--- config.mk ---
export PLATFORM = sky130hd
export DESIGN_NAME = serial_id_prom_slave
export DESIGN_NICKNAME = d
export VERILOG_FILES = /design/src/line_sync.v /design/src/serial_id_prom_slave.v
export VERILOG_INCLUDE_DIRS = /design/src /design/src/src
export SDC_FILE = /design/constraint.sdc
export NUM_CORES = 1
export LEC_CHECK = 0
export BUFFER_PORTS_ARGS = -buffer_cell sky130_fd_sc_hd__buf_2
export CAP_MARGIN = 20
export CORE_ASPECT_RATIO = 1.25
export CORE_MARGIN = 4
export CORE_UTILIZATION = 65
export CTS_BUF_LIST = sky130_fd_sc_hd__clkbuf_2
export CTS_CLUSTER_DIAMETER = 200
export DETAILED_ROUTE_END_ITERATION = 7
export PLACE_DENSITY_LB_ADDON = 0.3
export SETUP_SLACK_MARGIN = 0.15
export SKIP_LAST_GASP = 1
export SYNTH_ARGS = -nofsm -noshare
export SYNTH_HDL_FRONTEND = slang
export SYNTH_SLANG_ARGS = --single-unit
--- constraint.sdc ---
create_clock -name sys_clk -period 12.7 [get_ports sys_clk]
set_clock_uncertainty 0.15 [all_clocks]
set_input_delay 2.54 -clock sys_clk [delete_from_list [all_inputs] [get_ports sys_clk]]
set_output_delay 2.54 -clock sys_clk [all_outputs]
set_load 0.03 [all_outputs]
--- src/id_prom_consts.vh ---
// Constants for the two-wire identification PROM slave.
// Assumes a 25 MHz system clock; included by bare name.
`ifndef ID_PROM_CONSTS_VH
`define ID_PROM_CONSTS_VH
`define CLK_HZ            25000000
`define WRITE_CYCLE_MS    5
`define WRITE_CYCLE_CYC   ((`CLK_HZ / 1000) * `WRITE_CYCLE_MS)
`define CMD_MSB           7
`define CMD_LSB           6
`define ADDR_MSB          5
`define ADDR_LSB          2
`define CMD_READ          2'h2
`define CMD_PROGRAM       2'h1
`define ARRAY_DEPTH       16
`define ARRAY_RESET_BYTE  8'hff
`endif

--- src/line_sync.v ---
// Two-flop synchroniser with edge detection for one pin input.
// Assumes the input is asynchronous to sys_clk.
`timescale 1ns/1ns
module line_sync (
   input  wire sys_clk,
   input  wire reset,
   input  wire pin,
   output reg  level,
   output wire rise,
   output wire fall
);
   reg meta;
   reg last;

   always @(posedge sys_clk or posedge reset) begin
      if (reset) begin
         meta  <= 1'b1;
         level <= 1'b1;
         last  <= 1'b1;
      end else begin
         meta  <= pin;
         level <= meta;
         last  <= level;
      end
   end

   assign rise = level & ~last;
   assign fall = ~level & last;
endmodule

--- src/serial_id_prom_slave.v ---
// Two-wire slave of a 16 x 8 identification PROM, sampled by sys_clk.
// Assumes the master drives the serial clock well below sys_clk / 4 and
// resolves the data wire from data_out and data_oe.
`timescale 1ns/1ns
`include "id_prom_consts.vh"

module serial_id_prom_slave #(
   parameter WRITE_CYCLES = `WRITE_CYCLE_CYC
) (
   input  wire       sys_clk,
   input  wire       reset,
   input  wire       serial_clk,
   input  wire       program_enable_voltage,
   input  wire       data_in,
   output reg        data_out,
   output reg        data_oe,
   output wire       busy_writing,
   output wire [1:0] bus_state
);
   localparam ST_IDLE  = 3'h0;
   localparam ST_CMD   = 3'h1;
   localparam ST_PDATA = 3'h2;
   localparam ST_READ  = 3'h3;
   localparam ST_WRITE = 3'h4;

   reg  [2:0]  state;
   reg  [2:0]  next_state;
   reg  [2:0]  bit_count;
   reg  [7:0]  shift;
   reg  [3:0]  address;
   reg         prog_mode;
   reg  [22:0] write_timer;
   reg  [7:0]  array [0:`ARRAY_DEPTH-1];
   reg  [1:0]  vpgm_meta;
   reg         vpgm;

   wire        scl;
   wire        scl_rise;
   wire        scl_fall;
   wire        sda;
   wire        sda_rise;
   wire        sda_fall;
   wire        start_seen;
   wire        stop_seen;
   wire        input_phase;
   wire        last_cmd_bit;
   wire [7:0]  shifted;

   line_sync clk_sync (
      .sys_clk (sys_clk),
      .reset   (reset),
      .pin     (serial_clk),
      .level   (scl),
      .rise    (scl_rise),
      .fall    (scl_fall)
   );

   line_sync data_sync (
      .sys_clk (sys_clk),
      .reset   (reset),
      .pin     (data_in),
      .level   (sda),
      .rise    (sda_rise),
      .fall    (sda_fall)
   );

   // The high-voltage flag is a level, so a plain three-flop crossing
   always @(posedge sys_clk or posedge reset) begin
      if (reset) begin
         vpgm_meta <= 2'h0;
         vpgm      <= 1'b0;
      end else begin
         vpgm_meta <= {vpgm_meta[0], program_enable_voltage};
         vpgm      <= vpgm_meta[1];
      end
   end

   // Data edges with the clock high are framing, never data
   assign start_seen   = scl & sda_fall;
   assign stop_seen    = scl & sda_rise;
   assign input_phase  = (state == ST_CMD) | (state == ST_PDATA);
   // During the final command bit the master releases the wire, so its
   // wiggles must not be taken for framing
   assign last_cmd_bit = (state == ST_CMD) & (bit_count == 3'h7);
   assign shifted      = {shift[6:0], sda};
   assign busy_writing = (state == ST_WRITE);
   assign bus_state    = {state == ST_READ, input_phase};

   always @* begin
      next_state = state;
      case (state)
         ST_IDLE: begin
            if (start_seen) begin
               next_state = ST_CMD;
            end
         end
         ST_CMD, ST_PDATA: begin
            if (scl_rise & (bit_count == 3'h7)) begin
               if (state == ST_PDATA) begin
                  next_state = ST_WRITE;
               end else if (prog_mode & (shifted[`CMD_MSB:`CMD_LSB] == `CMD_PROGRAM)) begin
                  next_state = ST_PDATA;
               end else if (~prog_mode & (shifted[`CMD_MSB:`CMD_LSB] == `CMD_READ)) begin
                  next_state = ST_READ;
               end else begin
                  next_state = ST_IDLE;
               end
            end else if (start_seen & ~last_cmd_bit) begin
               next_state = ST_CMD;
            end else if (stop_seen & ~last_cmd_bit) begin
               next_state = ST_IDLE;
            end
         end
         ST_READ: begin
            // Framing is ignored here; the push-pull driver owns the wire
            if (scl_fall & (bit_count == 3'h0) & ~data_oe) begin
               next_state = ST_READ;
            end else if (scl_fall & (bit_count == 3'h7) & data_oe) begin
               next_state = ST_IDLE;
            end
         end
         ST_WRITE: begin
            if (write_timer == 23'h0) begin
               next_state = ST_IDLE;
            end
         end
         default: begin
            next_state = ST_IDLE;
         end
      endcase
   end

   // Array contents are not kept over reset in this model; reset fills it
   // with the erased value since no non-volatile cell exists here
   genvar i;
   generate
      for (i = 0; i < `ARRAY_DEPTH; i = i + 1) begin : cells
         always @(posedge sys_clk or posedge reset) begin
            if (reset) begin
               array[i] <= `ARRAY_RESET_BYTE;
            end else if ((state == ST_PDATA) & scl_rise & (bit_count == 3'h7) & (address == i)) begin
               array[i] <= shifted;
            end
         end
      end
   endgenerate

   always @(posedge sys_clk or posedge reset) begin
      if (reset) begin
         state       <= ST_IDLE;
         bit_count   <= 3'h0;
         shift       <= 8'h00;
         address     <= 4'h0;
         prog_mode   <= 1'b0;
         write_timer <= 23'h0;
         data_out    <= 1'b0;
         data_oe     <= 1'b0;
      end else begin
         state <= next_state;
         case (state)
            ST_IDLE: begin
               bit_count <= 3'h0;
               data_oe   <= 1'b0;
               if (start_seen) begin
                  prog_mode <= vpgm;
               end
            end
            ST_CMD, ST_PDATA: begin
               if (next_state == ST_CMD && start_seen && ~last_cmd_bit) begin
                  bit_count <= 3'h0;
                  prog_mode <= vpgm;
               end else if (next_state == ST_IDLE && !scl_rise) begin
                  bit_count <= 3'h0;
                  prog_mode <= 1'b0;
               end else if (scl_rise) begin
                  // Mode stays latched whatever the clock's high level
                  bit_count <= bit_count + 3'h1;
                  shift     <= shifted;
                  if ((state == ST_CMD) & (bit_count == 3'h7)) begin
                     address <= shifted[`ADDR_MSB:`ADDR_LSB];
                     // Load the addressed byte ready for output
                     shift   <= array[shifted[`ADDR_MSB:`ADDR_LSB]];
                  end
                  if ((state == ST_PDATA) & (bit_count == 3'h7)) begin
                     write_timer <= WRITE_CYCLES[22:0] - 23'h1;
                  end
               end
               data_oe <= 1'b0;
            end
            ST_READ: begin
               if (scl_fall) begin
                  // First falling edge opens the driver with the MSB
                  if (~data_oe) begin
                     data_oe  <= ~prog_mode;
                     data_out <= shift[7];
                     shift    <= {shift[6:0], 1'b0};
                  end else if (bit_count == 3'h7) begin
                     data_oe   <= 1'b0;
                     bit_count <= 3'h0;
                     prog_mode <= 1'b0;
                  end else begin
                     data_out  <= shift[7];
                     shift     <= {shift[6:0], 1'b0};
                     bit_count <= bit_count + 3'h1;
                  end
               end
            end
            ST_WRITE: begin
               data_oe   <= 1'b0;
               bit_count <= 3'h0;
               prog_mode <= 1'b0;
               if (write_timer != 23'h0) begin
                  write_timer <= write_timer - 23'h1;
               end
            end
            default: begin
               data_oe <= 1'b0;
            end
         endcase
      end
   end
   // The clock pin is input only; the block has no clock driver at all
endmodule

Yosys cells after proc, flatten, opt, wreduce, memory -nomap -nowiden:

Index checks and enable logic that the tools add are counted.

* register bits: 181
* input port bits: 5
* logic and storage cells: 187

* add/subtract/negate cells: 2
* magnitude comparators: 1
* equality and inequality tests: 36
* muxes and demuxes: 48
* bitwise gates (word level): 46
* reductions and logical operators: 22

Operator list (count)
* two-way mux 23 bit: 5
* two-way mux 8 bit: 9
* case mux 23 bit (2 select lines): 1
* two-way mux 3 bit: 14
* bitwise AND 1 bit: 35
* binary-select mux 8 bit (select 4 bit): 1
* == test 4 bit (second input constant): 8
* logical NOT 23 bit: 1
* nonzero test 23 bit: 1
* subtractor 23 x 1 -> 23 bit (second input constant): 1
* AND reduction 6 bit: 3
* == test 4 x 3 -> 1 bit (second input constant): 4
* case mux 8 bit (2 select lines): 1
* inequality test 2 bit (second input constant): 7
* two-way mux 1 bit: 12
* case mux 3 bit (4 select lines): 1
* logical NOT 3 bit: 3
* NOT 1 bit: 9
* case mux 3 bit (3 select lines): 1
* == test 4 x 2 -> 1 bit (second input constant): 2
* == test 3 x 1 -> 1 bit (second input constant): 2
* == test 3 x 2 -> 1 bit (second input constant): 2
* == test 3 bit (second input constant): 2
* inequality test 2 x 1 -> 1 bit (second input constant): 3
* other kinds (21): 27

Longest topological paths before layout:

* depth in word-level cells: 13
* depth in mapped cells: 10
* mapped depth without buffers: 8

By module:

Synthesis repeated with hierarchy kept, for this count alone.

* cell total of the unflattened synthesis: 673
* area, all modules: 8887.3 um2

Modules (own cells, without submodules)
* serial_id_prom_slave: instances 1, cells each 661, area each 8692.1 um2, seq. area each 4539.4 um2
* line_sync: instances 2, cells each 6, area each 97.6 um2, seq. area each 78.8 um2

Worst setup path before layout:

Ideal clock, no wire load.

* path type: flip-flop to output port
* from: register state[0]
* to: output busy_writing
* data arrival time: 1.483 ns
* data required time: 10.010 ns
* path slack: 8.527 ns
* cell stages (with the launch flop): 6
* path buffers: 2
* cells stage by stage: dfrtp_1 buf_2 nor2_1 nand2_1 inv_1 clkbuf_1

* longest elaborated chain between the ends: 1

Ends and longest elaborated chain
* start: declaration: RTL line serial_id_prom_slave.v:26 `reg [2:0] state;`
* start signal: assignment: RTL line serial_id_prom_slave.v:159 `state <= next_state;`
* == test 3 bit: RTL line serial_id_prom_slave.v:86 `assign busy_writing = (state == ST_WRITE);`
* end: declaration: RTL line serial_id_prom_slave.v:17 `output wire busy_writing,`

Every way passes these cells.

Worst setup path in the final report:

Same ends and word-level chain as after synthesis.

==> flow_summary.toml <==
[hold_path]
hold_depth = 0
hold_start = "data_sync.meta$_DFF_PP1_"
worst_hold_class = "flip-flop to flip-flop"
hold_path_end = "data_sync.level$_DFF_PP1_"

[synth]
synth-edff-count = 0
synth.cell_area_um2 = 8942
synth_top_cells_by_count = "sky130_fd_sc_hd__mux2_2 (139), sky130_fd_sc_hd__dfstp_2 (134), sky130_fd_sc_hd__dfrtp_1 (47), sky130_fd_sc_hd__mux4_2 (35), sky130_fd_sc_hd__nand2_1 (34)"
synthFlopType = "sky130_fd_sc_hd__dfstp_2"
yosys-top-cells-area = "sky130_fd_sc_hd__dfstp_2 (39%), sky130_fd_sc_hd__mux2_2 (18%), sky130_fd_sc_hd__dfrtp_1 (13%), sky130_fd_sc_hd__mux4_2 (8.8%), sky130_fd_sc_hd__nand2_1 (1.4%)"
synthesis.nets = 667
ys_warn_count = 0
synth.top_cell.area_share_pct = 39.37
share_of_synthesized_area_occupied_by_flip_flops_and_latches_pct = 52.53
yosys.cell_count.top_type = "sky130_fd_sc_hd__mux2_2"
unique_cell_type_count_in_the_yosys_netlist = 70
leading_area_contributor_after_synthesis = "sky130_fd_sc_hd__dfstp_2"
synthCells = 657
syn_area_per_cell_um2 = 13.61
yosys_register_bits = 181
async_reset_ff_share_pct = 100.0

[placement]
routabilityCongestion = 0.8692
port_buffers = 9
placedCellCount = 802
detailedPlacementHpwl_um = 11820

[run_status]
outcome = "completed"

[setup_path]
ff2ff_setup_slack_ps = 8970
timing.critical_path.arrival_ps = 2750
worstSetupEndpointType = "primary output"
critical_path_peak_fanout = 18
cp.required_ps = 10010
path_type_of_the_worst_setup_path = "flip-flop to primary output"
crit_reg_reg_startpoint = "bit_count[0]$_DFFE_PP0P_"
worst_r2r_path_depth = 8
critical_path.reg2reg.endpoint = "write_timer[6]$_DFFE_PP0P_"
critical_path.startpoint_type = "flip-flop"

[run]
cap_violations = 0

[layout]
count_of_filler_cells_inserted_in_the_layout = 861
layoutNonFillerInstCount = 836
layout-drive-gt1-share_pct = 56.93
layout-area-overhead-vs-synth_pct = 4.687
layout.nets = 661

[timing]
hold_viol = 0
transition_time_at_the_pin_with_the_least_slew_margin_ps = 886.0
fin_crit_sh_pct = 42.85
maxClockFrequency_ghz = 0.1837
timing.slew.headroom_pct = 40.72
time_the_final_worst_path_needs_with_i_o_delays_and_setup_ps = 5442
finalSetupTns_ps = 0
setup_viol = 0
maxSlewViolCount = 0
rsz0062_at_grt = "false"

[floorplan]
design.core.area_um2 = 13350
io_pins = 10
die_h_um = 139.1
start_util_pct = 66.99
design.die.area_um2 = 15710
floorplan.die.width_um = 112.9
std_cell_rows = 47

[cts]
postCtsHoldBufs = 0
htreeDepth = 4
cts.path.max_buffers = 2
cts_resized = 0
cts_tree = "built"
root_buffer = "sky130_fd_sc_hd__clkbuf_2"
skew_pair_late_insertion_delay_ps = 760
cts.repair_timing.setup_buffer_count = 0
cts.sink_count = 181
tritoncts.num_buffers = 17
clk_pin_slew_ps = 220

[detailed_routing]
drt_first_iter_violations = 469
post_drt_via_cell_ratio = 6.494
route.detailed.wl_per_inst_um = 21.73
postRouteAntennaNets = 0
vias = 5429
dr.pass1.iters = 6
wl_um = 18170
drc = 0

[global_routing]
grt_first_pass_wirelength_um = 30840
maximum_number_of_pins_on_one_net_before_global_route_repair = 94
vias_in_the_first_global_route = 5873
globalRouteOverflowTotal = 0
antenna_found_initial = 1
groute.usage.overall_pct = 24.98

[power]
worst_ir_drop_vdd_mv = 0.08858
power.density_nw_per_um2 = 115.2
p_leak_nw = 3.943
[cell type report]
| class | count | area (um^2) | share of cell area, % |
|---|---|---|---|
| flip-flops and latches | 181 | 4698 | 50.19 |
| repair buffers | 15 | 110.1 | 1.176 |
| diodes | 1 | 2.502 | 0.02673 |
| clock inverters | 11 | 157.7 | 1.684 |
| well taps | 171 | 214.0 | 2.285 |
| inverters | 13 | 53.80 | 0.5747 |
| multi-input cells | 423 | 4020 | 42.94 |
| clock buffers | 21 | 105.1 | 1.123 |
[logic make-up after synthesis]
family | Yosys count | share of synthesized area [%]
muxes | 190 | 28.50
DFF | 181 | 52.53
and+or+nand+nor | 133 | 8.227
AOI/OAI and AO/OA | 93 | 7.332
buffers and inverters | 53 | 2.518
adders and majority gates | 5 | 0.6996
xor gates and xnor gates | 2 | 0.1959
[where the power goes]
| part | switching, mW | leakage (nW) | internal (mW) | total [mW] |
|---|---|---|---|---|
| combinational | 0.0905 | 1.76 | 0.0565 | 0.147 |
| clock | 0.188 | 0.161 | 0.130 | 0.318 |
| sequential | 0.0240 | 2.02 | 0.589 | 0.613 |
| total | 0.302 | 3.94 | 0.776 | 1.08 |
[metal layers]
layer	vias up	track usage (%)	share of wire, %
li1	2446	-	-
met3	31	5.674	3.8
met5	-	0	0
met4	0	8.987	2.2
met1	2830	31.29	41
met2	122	42.54	53
[cells in the final DEF (no fill, tap or decap), types with 10 or more instances in the layout]
master	n
sky130_fd_sc_hd__mux4_2	35
sky130_fd_sc_hd__nor2_1	28
sky130_fd_sc_hd__mux2_2	139
sky130_fd_sc_hd__nand2_1	34
sky130_fd_sc_hd__a21oi_1	17
sky130_fd_sc_hd__nand3_1	11
sky130_fd_sc_hd__clkbuf_2	21
sky130_fd_sc_hd__dfrtp_1	46
sky130_fd_sc_hd__nor3_1	12
sky130_fd_sc_hd__inv_1	10
sky130_fd_sc_hd__dfstp_2	134
sky130_fd_sc_hd__o21ai_0	15
sky130_fd_sc_hd__o31ai_1	10
sky130_fd_sc_hd__a31oi_1	11
[critical path, stage by stage, from the launching register on]
cell and delay, ps:
sky130_fd_sc_hd__dfrtp_1 530, sky130_fd_sc_hd__nor2_1 270, sky130_fd_sc_hd__nand2_1 430, sky130_fd_sc_hd__inv_1 480
sky130_fd_sc_hd__buf_2 280
[per-stage QoR]
stage / hold slack (ps) / setup WS [ps] / area (um^2) / total power [mW] / utilization (%)
global placement: 185.0 / 8198 / 9069 / 0.7631 / 67.94
global route: 238.9 / 7082 / 9361 / 1.125 / 70.13
floorplan: 181.2 / 5316 / 8942 / 0.7312 / -
detailed placement: 192.7 / 8113 / 9069 / 0.7675 / 67.94
CTS: 219.3 / 7192 / 9331 / 1.085 / 69.90
finish: 226.7 / 7258 / 9361 / 1.078 / 70.13
[sequential cells by signal, summed over array words and instances (netlist names)]
signal / count
data_sync.level: 1
clk_sync.level: 1
clk_sync.last: 1
data_sync.last: 1
state: 3
clk_sync.meta: 1
vpgm: 1
address: 4
vpgm_meta: 2
bit_count: 3
data_oe: 1
array: 128
data_out: 1
prog_mode: 1
data_sync.meta: 1
shift: 8
write_timer: 23
[how the worst max path moves through the flow]
stage,from,depth (start not counted),to,slack (ps)
after floorplan,reset,1,address[0]$_DFFE_PP0P_,5320
after global placement,state[0]$_DFF_PP0_,4,busy_writing,8200
after detailed placement,state[0]$_DFF_PP0_,4,busy_writing,8110
after CTS,state[0]$_DFF_PP0_,4,busy_writing,7190
after global routing,state[0]$_DFF_PP0_,4,busy_writing,7080
final,state[0]$_DFF_PP0_,4,busy_writing,7260
(Power assumes the default switching activity.)
